## config.mk

```make
export PLATFORM = sky130hd
export DESIGN_NAME = aod_top
export DESIGN_NICKNAME = d
export VERILOG_FILES = /design/src/hw/aod_chan.v /design/src/hw/aod_cal.v /design/src/hw/aod_top.v
export VERILOG_INCLUDE_DIRS = /design/src /design/src/include
export SDC_FILE = /design/constraint.sdc
export NUM_CORES = 1
export LEC_CHECK = 0
export BUFFER_PORTS_ARGS = -buffer_cell sky130_fd_sc_hd__buf_2
export CORE_UTILIZATION = 35
export DETAILED_ROUTE_END_ITERATION = 7
export PLACE_DENSITY = 0.57
export RECOVER_POWER = 25
export SLEW_MARGIN = 10
export SYNTH_ARGS = -nofsm -noshare
export SYNTH_HDL_FRONTEND = slang
export SYNTH_SLANG_ARGS = --single-unit
```

## constraint.sdc

```tcl
create_clock -name clk -period 8.85 [get_ports clk]
set_input_delay 1.77 -clock clk [delete_from_list [all_inputs] [get_ports clk]]
set_output_delay 1.77 -clock clk [all_outputs]
set_load 0.01 [all_outputs]
```

## src/include/aod_map.vh

```
`ifndef AOD_MAP_VH
`define AOD_MAP_VH

// register byte addresses
`define AOD_ADDR_CTRL 8'h00
`define AOD_ADDR_THRESH 8'h04
`define AOD_ADDR_STATUS 8'h08
`define AOD_ADDR_MASK 8'h0C
`define AOD_ADDR_STATE 8'h10

// control register fields
`define AOD_CTRL_EN 0
`define AOD_CTRL_HOLD_LO 1
`define AOD_CTRL_HOLD_HI 3
`define AOD_CTRL_BGCAL 4
`define AOD_CTRL_FGSTART 5

// status, mask and state register fields
`define AOD_STAT_OVR_LO 0
`define AOD_STAT_OVR_HI 3
`define AOD_STAT_FGDONE 4
`define AOD_STATE_BUSY 4
`define AOD_STATE_CORE_LO 5
`define AOD_STATE_CORE_HI 7

// reset values
`define AOD_CTRL_RST 8'h00
`define AOD_THRESH_RST 8'hE4
`define AOD_MASK_RST 8'h00
`define AOD_STATUS_RST 8'h00
`define AOD_RDATA_RST 8'h00

// sample format and magnitude
`define AOD_MIN_CODE 12'h800
`define AOD_MAX_MAG 11'h7FF
`define AOD_ONE_CODE 12'h001

// hold length base, shifted left by the hold select code
`define AOD_HOLD_BASE 11'h008
`define AOD_HOLD_ZERO 11'h000
`define AOD_HOLD_ONE 11'h001

// calibration sequencer
`define AOD_CAL_CYCLES 16'h0040
`define AOD_CAL_CNT_ZERO 16'h0000
`define AOD_CAL_CNT_ONE 16'h0001
`define AOD_CORE_ZERO 3'h0
`define AOD_CORE_ONE 3'h1

`endif

```

## src/hw/aod_chan.v

```verilog
`timescale 1ns/1ps
`include "aod_map.vh"

module aod_chan #(
  parameter SW = 12,
  parameter MW = 11,
  parameter CW = 11
) (
  // clock and reset
  input wire clk,
  input wire reset,
  // sample path
  input wire [SW-1:0] sample,
  input wire sample_valid,
  // shared settings
  input wire detect_enable,
  input wire [7:0] threshold,
  input wire [2:0] hold_select,
  // results
  output reg overrange_out,
  output reg event_pulse
);

  wire is_neg;
  wire [SW-1:0] negated;
  wire [MW-1:0] magnitude;
  wire [7:0] upper_mag;
  wire hit;
  wire [CW-1:0] hold_len;
  reg [CW-1:0] cnt_reg;

  // two's complement sign and magnitude, most negative code saturates
  assign is_neg = sample[SW-1];
  assign negated = ~sample + `AOD_ONE_CODE;
  assign magnitude = (sample == `AOD_MIN_CODE) ? `AOD_MAX_MAG :
                     (is_neg ? negated[MW-1:0] : sample[MW-1:0]);
  assign upper_mag = magnitude[MW-1:MW-8];
  // compare against the common threshold while enabled
  assign hit = detect_enable & sample_valid & (upper_mag >= threshold);
  assign hold_len = `AOD_HOLD_BASE << hold_select;

  // hold counter, restarted by every new event
  always @(posedge clk or posedge reset)
  begin
    if (reset)
    begin
      cnt_reg <= `AOD_HOLD_ZERO;
      overrange_out <= 1'b0;
      event_pulse <= 1'b0;
    end
    else if (!detect_enable)
    begin
      cnt_reg <= `AOD_HOLD_ZERO;
      overrange_out <= 1'b0;
      event_pulse <= 1'b0;
    end
    else if (hit)
    begin
      cnt_reg <= hold_len - `AOD_HOLD_ONE;
      overrange_out <= 1'b1;
      event_pulse <= 1'b1;
    end
    else
    begin
      event_pulse <= 1'b0;
      if (cnt_reg != `AOD_HOLD_ZERO)
      begin
        cnt_reg <= cnt_reg - `AOD_HOLD_ONE;
      end
      else
      begin
        overrange_out <= 1'b0;
      end
    end
  end

endmodule // aod_chan

```

## src/hw/aod_cal.v

```verilog
`timescale 1ns/1ps
`include "aod_map.vh"

module aod_cal #(
  parameter CORES = 6,
  parameter [15:0] CAL_CYCLES = `AOD_CAL_CYCLES
) (
  // clock and reset
  input wire clk,
  input wire reset,
  // requests
  input wire fg_start,
  input wire bg_enable,
  // state
  output reg [2:0] cal_core,
  output wire cal_busy,
  output wire fg_active,
  output reg fg_done
);

  localparam [2:0] ST_IDLE = 3'b001;
  localparam [2:0] ST_FG = 3'b010;
  localparam [2:0] ST_BG = 3'b100;
  localparam integer LAST_CORE_I = CORES - 1;
  localparam [2:0] LAST_CORE = LAST_CORE_I[2:0];

  reg [2:0] state_reg;
  reg [15:0] cnt_reg;
  wire slot_end;

  assign slot_end = (cnt_reg == `AOD_CAL_CNT_ZERO);
  assign fg_active = state_reg[1];
  assign cal_busy = ~state_reg[0];

  // core rotation: one core at a time is offline for calibration
  always @(posedge clk or posedge reset)
  begin
    if (reset)
    begin
      state_reg <= ST_IDLE;
      cnt_reg <= `AOD_CAL_CNT_ZERO;
      cal_core <= LAST_CORE;
      fg_done <= 1'b0;
    end
    else
    begin
      fg_done <= 1'b0;
      case (state_reg)
        ST_IDLE:
        begin
          cal_core <= LAST_CORE;
          if (fg_start)
          begin
            state_reg <= ST_FG;
            cal_core <= `AOD_CORE_ZERO;
            cnt_reg <= CAL_CYCLES - `AOD_CAL_CNT_ONE;
          end
          else if (bg_enable)
          begin
            state_reg <= ST_BG;
            cal_core <= LAST_CORE;
            cnt_reg <= CAL_CYCLES - `AOD_CAL_CNT_ONE;
          end
        end
        ST_FG:
        begin
          if (!slot_end)
          begin
            cnt_reg <= cnt_reg - `AOD_CAL_CNT_ONE;
          end
          else if (cal_core == LAST_CORE)
          begin
            state_reg <= ST_IDLE;
            fg_done <= 1'b1;
          end
          else
          begin
            cal_core <= cal_core + `AOD_CORE_ONE;
            cnt_reg <= CAL_CYCLES - `AOD_CAL_CNT_ONE;
          end
        end
        ST_BG:
        begin
          if (!bg_enable)
          begin
            state_reg <= ST_IDLE;
            cal_core <= LAST_CORE;
          end
          else if (!slot_end)
          begin
            cnt_reg <= cnt_reg - `AOD_CAL_CNT_ONE;
          end
          else
          begin
            cal_core <= (cal_core == LAST_CORE) ? `AOD_CORE_ZERO :
                        cal_core + `AOD_CORE_ONE;
            cnt_reg <= CAL_CYCLES - `AOD_CAL_CNT_ONE;
          end
        end
        default:
        begin
          state_reg <= ST_IDLE;
        end
      endcase
    end
  end

endmodule // aod_cal

```

## src/hw/aod_top.v

```verilog
// How it works
// - one sample captured per converter clock edge
// - samples are 12-bit two's complement values
// - magnitude is 11 bits, minimum code saturates
// - compare upper 8 magnitude bits to threshold
// - one threshold shared by all channels
// - detection works only while enable is set
// - flag set when magnitude bits reach threshold
// - each channel drives its own overrange output
// - output holds 8 to 1024 cycles, restarts
// - spare cores swapped in during calibration
// - foreground halts sampling, background keeps sampling
`timescale 1ns/1ps
`include "aod_map.vh"

module aod_top #(
  parameter NUM_CH = 4,
  parameter CORES = 6,
  parameter SW = 12,
  parameter [15:0] CAL_CYCLES = `AOD_CAL_CYCLES
) (
  // clock and reset
  input wire clk,
  input wire reset,
  // converter core samples, core k in bits [k*12 +: 12]
  input wire [CORES*SW-1:0] core_sample,
  // register port
  input wire [7:0] reg_addr,
  input wire [7:0] reg_wdata,
  input wire reg_write,
  input wire reg_read,
  output reg [7:0] reg_rdata,
  // interrupt
  output wire irq,
  // samples to downstream logic, channel i in bits [i*12 +: 12]
  output reg [4*SW-1:0] chan_sample,
  output reg chan_sample_valid,
  // overrange outputs
  output wire overrange_out_a,
  output wire overrange_out_b,
  output wire overrange_out_c,
  output wire overrange_out_d
);

  reg [7:0] ctrl_reg;
  reg [7:0] thresh_reg;
  reg [7:0] mask_reg;
  reg [7:0] status_reg;
  reg [7:0] status_next;
  reg [7:0] rdata_next;
  reg fg_start_reg;
  wire [2:0] cal_core;
  wire cal_busy;
  wire fg_active;
  wire fg_done;
  wire [3:0] ovr_out;
  wire [3:0] ovr_event;
  wire [4*SW-1:0] chan_in;
  wire detect_enable;
  wire [2:0] hold_select;
  wire [7:0] status_set;
  wire [7:0] status_clr;
  wire wr_ctrl;

  assign detect_enable = ctrl_reg[`AOD_CTRL_EN];
  assign hold_select = ctrl_reg[`AOD_CTRL_HOLD_HI:`AOD_CTRL_HOLD_LO];
  assign wr_ctrl = reg_write && (reg_addr == `AOD_ADDR_CTRL);

  // control, threshold and mask registers
  always @(posedge clk or posedge reset)
  begin
    if (reset)
    begin
      ctrl_reg <= `AOD_CTRL_RST;
      thresh_reg <= `AOD_THRESH_RST;
      mask_reg <= `AOD_MASK_RST;
      fg_start_reg <= 1'b0;
    end
    else
    begin
      fg_start_reg <= wr_ctrl && reg_wdata[`AOD_CTRL_FGSTART];
      if (wr_ctrl)
      begin
        ctrl_reg <= {3'h0, reg_wdata[`AOD_CTRL_BGCAL:0]};
      end
      if (reg_write && (reg_addr == `AOD_ADDR_THRESH))
      begin
        thresh_reg <= reg_wdata;
      end
      if (reg_write && (reg_addr == `AOD_ADDR_MASK))
      begin
        mask_reg <= {3'h0, reg_wdata[`AOD_STAT_FGDONE:0]};
      end
    end
  end

  // sticky status: hardware set wins over read clear
  assign status_set = {3'h0, fg_done, ovr_event};
  assign status_clr = (reg_read && (reg_addr == `AOD_ADDR_STATUS)) ? status_reg : 8'h00;

  always @*
  begin
    status_next = (status_reg & ~status_clr) | status_set;
  end

  always @(posedge clk or posedge reset)
  begin
    if (reset)
    begin
      status_reg <= `AOD_STATUS_RST;
    end
    else
    begin
      status_reg <= status_next;
    end
  end

  assign irq = |(status_reg & mask_reg);

  // read mux, unmapped addresses read zero
  always @*
  begin
    rdata_next = 8'h00;
    case (reg_addr)
      `AOD_ADDR_CTRL: rdata_next = ctrl_reg;
      `AOD_ADDR_THRESH: rdata_next = thresh_reg;
      `AOD_ADDR_STATUS: rdata_next = status_reg;
      `AOD_ADDR_MASK: rdata_next = mask_reg;
      `AOD_ADDR_STATE: rdata_next = {cal_core, cal_busy, ovr_out};
      default: rdata_next = 8'h00;
    endcase
  end

  // read data stand one cycle after the strobe only
  always @(posedge clk or posedge reset)
  begin
    if (reset)
    begin
      reg_rdata <= `AOD_RDATA_RST;
    end
    else if (reg_read)
    begin
      reg_rdata <= rdata_next;
    end
    else
    begin
      reg_rdata <= 8'h00;
    end
  end

  // calibration sequencer and core swapping
  aod_cal #(
    .CORES(CORES),
    .CAL_CYCLES(CAL_CYCLES)
  ) u_cal (
    .clk(clk),
    .reset(reset),
    .fg_start(fg_start_reg),
    .bg_enable(ctrl_reg[`AOD_CTRL_BGCAL]),
    .cal_core(cal_core),
    .cal_busy(cal_busy),
    .fg_active(fg_active),
    .fg_done(fg_done)
  );

  // channel lanes: core routing, detection and hold
  genvar i;
  generate
    for (i = 0; i < 4; i = i + 1)
    begin : g_ch
      if (i < NUM_CH)
      begin : g_on
        // cores at or above the calibrating one shift up by one
        assign chan_in[i*SW +: SW] = (i >= cal_core) ?
          core_sample[(i+1)*SW +: SW] : core_sample[i*SW +: SW];

        aod_chan #(
          .SW(SW),
          .MW(SW-1),
          .CW(11)
        ) u_chan (
          .clk(clk),
          .reset(reset),
          .sample(chan_sample[i*SW +: SW]),
          .sample_valid(chan_sample_valid),
          .detect_enable(detect_enable),
          .threshold(thresh_reg),
          .hold_select(hold_select),
          .overrange_out(ovr_out[i]),
          .event_pulse(ovr_event[i])
        );
      end
      else
      begin : g_off
        assign chan_in[i*SW +: SW] = {SW{1'b0}};
        assign ovr_out[i] = 1'b0;
        assign ovr_event[i] = 1'b0;
      end
    end
  endgenerate

  // sample capture every edge, halted by foreground calibration
  always @(posedge clk or posedge reset)
  begin
    if (reset)
    begin
      chan_sample <= {4*SW{1'b0}};
      chan_sample_valid <= 1'b0;
    end
    else if (fg_active)
    begin
      chan_sample_valid <= 1'b0;
    end
    else
    begin
      chan_sample <= chan_in;
      chan_sample_valid <= 1'b1;
    end
  end

  // dedicated output per channel
  assign overrange_out_a = ovr_out[0];
  assign overrange_out_b = ovr_out[1];
  assign overrange_out_c = ovr_out[2];
  assign overrange_out_d = ovr_out[3];

endmodule // aod_top

```

# After elaboration in Yosys (flattened, before gate mapping)
# Cells that the tools add are included.
dict set report totals {
  wordCells 173
  output_inout_bits 62
  inputBits 92
  ff_bits 159
}
dict set report classes {
  reduce_logical 16
  eq_ne 28
  shifts 1
  add_sub_neg 11
  order_cmp 8
  n_bitwise 14
  n_mux 71
}
# cell n
set op_table {}
lappend op_table {{two-way mux 11 bit} 20}
lappend op_table {{two-way mux 16 bit} 6}
lappend op_table {{subtractor 11 x 1 -> 11 bit, second input constant} 5}
lappend op_table {{equality test 12 bit, second input constant} 4}
lappend op_table {{two-way mux 12 bit} 4}
lappend op_table {{one-hot mux 16 bit (3 select lines)} 1}
lappend op_table {{adder 11 x 1 -> 11 bit, second input constant} 4}
lappend op_table {{inverter 11 bit} 4}
lappend op_table {{nonzero test 11 bit} 4}
lappend op_table {{one-hot mux 8 bit (5 select lines)} 1}
lappend op_table {{two-way mux 3 bit} 11}
lappend op_table {{greater-or-equal comparator 8 bit} 4}
lappend op_table {{two-way mux 1 bit} 24}
lappend op_table {{one-hot mux 3 bit (3 select lines)} 2}
lappend op_table {{equality test 8 x 4 -> 1 bit, second input constant} 2}
lappend op_table {{logical NOT 16 bit} 1}
lappend op_table {{two-way mux 8 bit} 2}
lappend op_table {{subtractor 16 x 1 -> 16 bit, second input constant} 1}
lappend op_table {{!= test 3 x 2 -> 1 bit, second input constant} 5}
lappend op_table {{!= test 3 x 1 -> 1 bit, second input constant} 4}
lappend op_table {{AND reduction 4 bit} 3}
lappend op_table {{left shift 4 x 3 -> 11 bit, first input constant} 1}
lappend op_table {{AND 8 x 5 -> 8 bit} 1}
lappend op_table {{AND 8 bit} 1}
lappend op_table {{19 further kinds} 34}

# Depth between registers and ports, before layout
dict set report depth {
  depth_word 8
  mapped_depth 13
  mapped_depth_nobuf 12
}

# By module
# A second synthesis with hierarchy kept.
dict set report unflattened {
  cells_unflattened 1067
  hier_area_um2 10054.6
}
# mod n_inst area_each_um2 cells_per_inst seq_area_each_um2
set by_module_without_submodules {}
lappend by_module_without_submodules {aod_top 1 3782.4 338 2107.0}
lappend by_module_without_submodules {{aod_chan at g_ch[1].g_on.u_chan ...} 3 1207.4 146 325.3}
lappend by_module_without_submodules {aod_cal 1 1440.1 147 579.3}
lappend by_module_without_submodules {{aod_chan at g_ch[0].g_on.u_chan} 1 1209.9 144 325.3}

# Worst setup path before layout
# No wires, ideal clock.
dict set report synth_timing {
  kind {reg-to-reg}
  from {reg chan_sample[14]}
  to {reg g_ch[1].g_on.u_chan.cnt_reg[3]}
  t_arrival_ps 3313
  slack_ps 5458
  period_less_slack_ps 3392
  n_path_buf 2
  setup_time_ps 79
  t_required_ps 8771
  path_stages_with_launch 14
  cell_sequence {dfrtp_1 -> or4_4 -> nor4_4 -> nand2b_1 -> or3b_1 -> buf_2 -> and2_4 -> ha_1 -> nand2b_1 -> nand3_1 -> a21o_1 -> a31oi_1 -> buf_2 -> mux2i_1}
}
dict set report synth_between {
  elab_chain_cells 8
  elab_cells_between_ends 10
  cone_classes {add/sub: 1; order compare: 1; eq/ne: 2; mux: 4; bitwise: 2}
}
# element line
set synth_lines {}
lappend synth_lines {{start, declared} aod_top.v:36} ;# output reg [4*SW-1:0] chan_sample,
lappend synth_lines {{start signal, assigned} aod_top.v:207} ;# chan_sample <= {4*SW{1'b0}};
lappend synth_lines {{start signal, assigned} aod_top.v:216} ;# chan_sample <= chan_in;
lappend synth_lines {{inverter 11 bit} aod_chan.v:34} ;# assign negated = ~sample + `AOD_ONE_CODE;
lappend synth_lines {{adder 11 x 1 -> 11 bit (no line)} n/a}
lappend synth_lines {{two-way mux 11 bit} aod_chan.v:36} ;# (is_neg ? negated[MW-1:0] : sample[MW-1:0]);
lappend synth_lines {{two-way mux 11 bit *} aod_chan.v:35} ;# assign magnitude = (sample == `AOD_MIN_CODE) ? `AOD_MAX_MAG :
lappend synth_lines {{greater-or-equal comparator 8 bit *} aod_chan.v:39} ;# assign hit = detect_enable & sample_valid & (upper_mag >= threshold);
lappend synth_lines {{AND 1 bit *} aod_chan.v:39}
lappend synth_lines {{two-way mux 11 bit} aod_chan.v:57} ;# else if (hit)
lappend synth_lines {{two-way mux 11 bit} aod_chan.v:51} ;# else if (!detect_enable)
lappend synth_lines {{end signal, assigned} aod_chan.v:47} ;# cnt_reg <= `AOD_HOLD_ZERO;
lappend synth_lines {{end signal, assigned} aod_chan.v:53} ;# cnt_reg <= `AOD_HOLD_ZERO;
lappend synth_lines {{end signal, assigned} aod_chan.v:59} ;# cnt_reg <= hold_len - `AOD_HOLD_ONE;
lappend synth_lines {{end, declared} aod_chan.v:30} ;# reg [CW-1:0] cnt_reg;
# Every way passes the cells marked *; elsewhere a longest branch is shown, timed or not.
# A chain may end at the register's enable or synchronous reset.

# Worst setup path in the final report
dict set report layout_timing {
  from {reg u_cal.state_reg[1]}
  to {reg u_cal.cnt_reg[3]}
}
dict set report layout_between {
  elab_chain_cells 3
  elab_cells_between_ends 9
  cone_classes {eq/ne: 6; mux: 1; reduce/logical: 2}
}
# element line
set layout_lines {}
lappend layout_lines {{start, declared} aod_cal.v:27} ;# reg [2:0] state_reg;
lappend layout_lines {{start signal, assigned} aod_cal.v:40} ;# state_reg <= ST_IDLE;
lappend layout_lines {{start signal, assigned} aod_cal.v:54} ;# state_reg <= ST_FG;
lappend layout_lines {{start signal, assigned} aod_cal.v:60} ;# state_reg <= ST_BG;
lappend layout_lines {{equality test 3 x 2 -> 1 bit (tied with other cells)} aod_cal.v:48} ;# case (state_reg)
lappend layout_lines {{!= test 3 bit (no line) (tied with other cells)} n/a}
lappend layout_lines {{AND reduction 4 bit (no line)} n/a}
lappend layout_lines {{end signal, assigned} aod_cal.v:41} ;# cnt_reg <= `AOD_CAL_CNT_ZERO;
lappend layout_lines {{end signal, assigned} aod_cal.v:56} ;# cnt_reg <= CAL_CYCLES - `AOD_CAL_CNT_ONE;
lappend layout_lines {{end signal, assigned} aod_cal.v:62} ;# cnt_reg <= CAL_CYCLES - `AOD_CAL_CNT_ONE;
lappend layout_lines {{end, declared} aod_cal.v:28} ;# reg [15:0] cnt_reg;
# Several ways; a longest one is shown, not always the timed one.

==> impl_metrics.yaml <==
clock_network:
  cts_hold_buf: 0
  clockBufferDepth: 2
  cts_tree: "yes"
  clkSinkCount: 159
  clock_latency_ns: 0.43
  post_cts_buffers: 0
  clk_pin_slew_ns: 0.06
  numCtsBuffers: 17
  cts_max_level: 4
  cts_root_buffer: "clkbuf_16"
  ctsResizeCount: 0
sta:
  timing.slew.headroom_pct: -187
  max_freq_ghz: 0.198
  rsz0062_at_grt: "false"
  final.period_utilization_pct: 57.0
  hold_viol: 0
  max_slew.worst_pin.slew_ns: 4.28
  drv_slew: 203
  setup_tns_ns: 0
  period_needed_ns: 5.04
  setup_viol: 0
  fin_skew_ns: 0.0168
drt:
  via_per_inst: 5.23
  wl_per_cell_um: 17.0
  drc: 14
  num_vias: 7596
  wirelength_mm: 24.7
  detailedRoute.firstPassIterationCount: 7
  antenna_left: 0
  drt_iter0_drc: 454
die:
  rows: 59
  io_pins: 154
  die_area_um2: 27300
  core_area_um2: 26100
  fp.dieH_um: 165
  die_x_um: 165
  start_util_pct: 35.7
yosys:
  syn_inst: 979
  synth-edff-count: 0
  synth_top_area_share_pct: 40.8
  ys_seq_elements: 159
  yosys.area.top_type: "dfrtp_1"
  syn_area_um2: 9330
  yosysWarnings: 0
  synthesis.nets: 1114
  ys.flop_type: "dfrtp_1"
  yosysUniqueCellTypes: 65
  synthArstFlopShare_pct: 100
  synthTopCellsByArea: "dfrtp_1 (41%), mux2i_1 (7.9%), nand2_1 (5.8%)"
  postSynthAreaPerCell_um2: 9.53
  ys_seq_area_share_pct: 42.7
placement:
  globalplace.congestion: 0.805
  port_buffers: 141
  dp_hpwl_mm: 18.0
critical_path:
  crit_path_max_fanout: 105
  worstRegToRegCells: 6
  end_kind: "flip-flop"
  crit_type: "flip-flop to flip-flop"
  rr_endpoint: "u_cal.cnt_reg[3]"
  required_ns: 9.16
  rrSetupSlack_ns: 3.81
  cp-startpoint: "u_cal.state_reg[1]"
  regToRegStartpoint: "u_cal.state_reg[1]"
  arrival_ns: 5.35
  startpoint_type: "flip-flop"
  crit_end: "u_cal.cnt_reg[3]"
layout:
  multi_input_area_um2: 5060
  fill_cells: 2591
  areaGrowthSynthToFinish_pct: 18.0
  regArea_um2: 3990
  diodes: 0
  nets: 1239
  layout-drive-gt1-share_pct: 19.6
  largest_reg_flops: 48
grt:
  overflow: 0
  met2_usage_pct: 29.1
  grt_use_met1_pct: 27.5
  top_usage_layer: "met2"
  grt_pass1_vias: 7221
  grt_max_degree: 106
  use_met3_pct: 3.30
  grt_pass1_wl_mm: 40.0
  grt_use_total_pct: 18.9
  antenna_found_initial: 0
pwr:
  p_per_area_nw_per_um2: 177
  ir_drop_mv: 0.105
  cellLeakagePower_nw: 5.17
  power.total_w: 0.00195
flow_run:
  cap_violations: 2
min_path:
  hp-class: "flip-flop to flip-flop"
status:
  violations: "DRC, capacitance limit, slew limit"
  status: "finished with violations"
-- cells by family (layout without fill, tap and decap cells) --
group | Yosys count | in the layout | share of synthesized area (%)
DFF | 159 | 159 | 42.7
adders and majority gates | 43 | 43 | 5.77
buffers and inverters | 76 | 214 | 3.15
muxes | 90 | 90 | 10.5
xor gates and xnor gates | 55 | 55 | 5.16
and+or+nand+nor | 326 | 326 | 17.4
AOI/OAI and AO/OA | 230 | 230 | 15.3
-- power breakdown --
| group | switching [W] | internal [W] |
|---|---|---|
| combinational | 0.000170 | 0.000133 |
| clock | 0.000315 | 0.000497 |
| sequential | 0.0000655 | 0.000771 |
-- cell type report --
cell class                      count  area share [%]
Multi-Input combinational cell    744            46.0
Sequential cell                   159            36.3
Timing Repair Buffer              149            6.93
Clock buffer                       20            4.24
Tap cell                          335            3.81
Clock inverter                     12            1.66
Inverter                           33            1.14
-- layout by cell type, fill, tap and decap left out, types with 16 or more instances in the layout --
cell       instances
ha_1              43
a21oi_1           34
nand3_1           21
inv_1             31
nand2_1          144
nor2_1            49
xor2_1            30
xnor2_1           25
clkbuf_16         17
buf_2            141
o21ai_0           83
nand2b_1          16
a21o_1            30
mux2i_1           74
dfrtp_1          151
-- cells in the mapped netlist (3+ instances only) --
master    instances
nor3_1           15
o21ai_0          83
mux2i_1          74
o31ai_1          13
nand2_1         144
nor4b_1           4
o21a_1            9
nand3b_1          4
a21o_1           30
nor3b_1           5
dfstp_2           7
a22oi_1           4
and3_1            3
or2_2             3
nor4_1           12
nand3_1          21
o22ai_1           8
xnor2_1          25
a31oi_1          17
nand4_1           7
nand2b_1         16
mux2_2           11
a21oi_1          34
inv_1            32
nor2b_1           6
clkbuf_1         35
or3_1             7
or4_1             7
a211oi_1          3
nor2_1           49
o311ai_0          3
and2_1            9
o211ai_1          6
buf_2             7
ha_1             43
dfrtp_1         152
mux4_2            5
xor2_1           30
-- through the flow --
step	utilization [%]	instance area [µm²]	hold WS (ns)	setup WS, ns	std cells
6_report	42.1	11000	0.429	3.81	1452
3_3_place_gp	39.6	10400	0.410	5.22	1420
4_1_cts	42.1	11000	0.429	5.12	1452
3_5_place_dp	39.6	10400	0.418	5.14	1420
5_1_grt	42.1	11000	0.438	3.05	1452
2_1_floorplan	-	9330	0.404	2.80	979
-- worst min-delay path by stage --
| stage | start | endpoint | slack, ns | cells after the start |
|---|---|---|---|---|
| after floorplan | g_ch[0].g_on.u_chan.event_pulse | status_reg[0] | 0.40 | 1 |
| after global placement | g_ch[3].g_on.u_chan.event_pulse | status_reg[3] | 0.41 | 1 |
| after detailed placement | g_ch[0].g_on.u_chan.event_pulse | status_reg[0] | 0.42 | 1 |
| after CTS | u_cal.fg_done | status_reg[4] | 0.43 | 1 |
| after global routing | g_ch[3].g_on.u_chan.event_pulse | status_reg[3] | 0.44 | 1 |
| final | g_ch[1].g_on.u_chan.event_pulse | status_reg[1] | 0.43 | 1 |
-- routing by layer --
metal	share of wire [%]	vias to the layer above	wire, µm
li1	-	3759	-
met1	50	3610	12300
met2	44	210	11000
met3	5.0	17	1240
met4	0.94	0	232
met5	0	-	0
-- worst max-delay path: stages (launching register included) --
cell and delay (ns):
dfrtp_2 0.34, clkbuf_1 2.64, nand2b_1 0.51, a21oi_1 0.52, nand2_1 0.33, or3_1 0.44, o211a_1 0.13
Power figures use the tool's default switching activity.
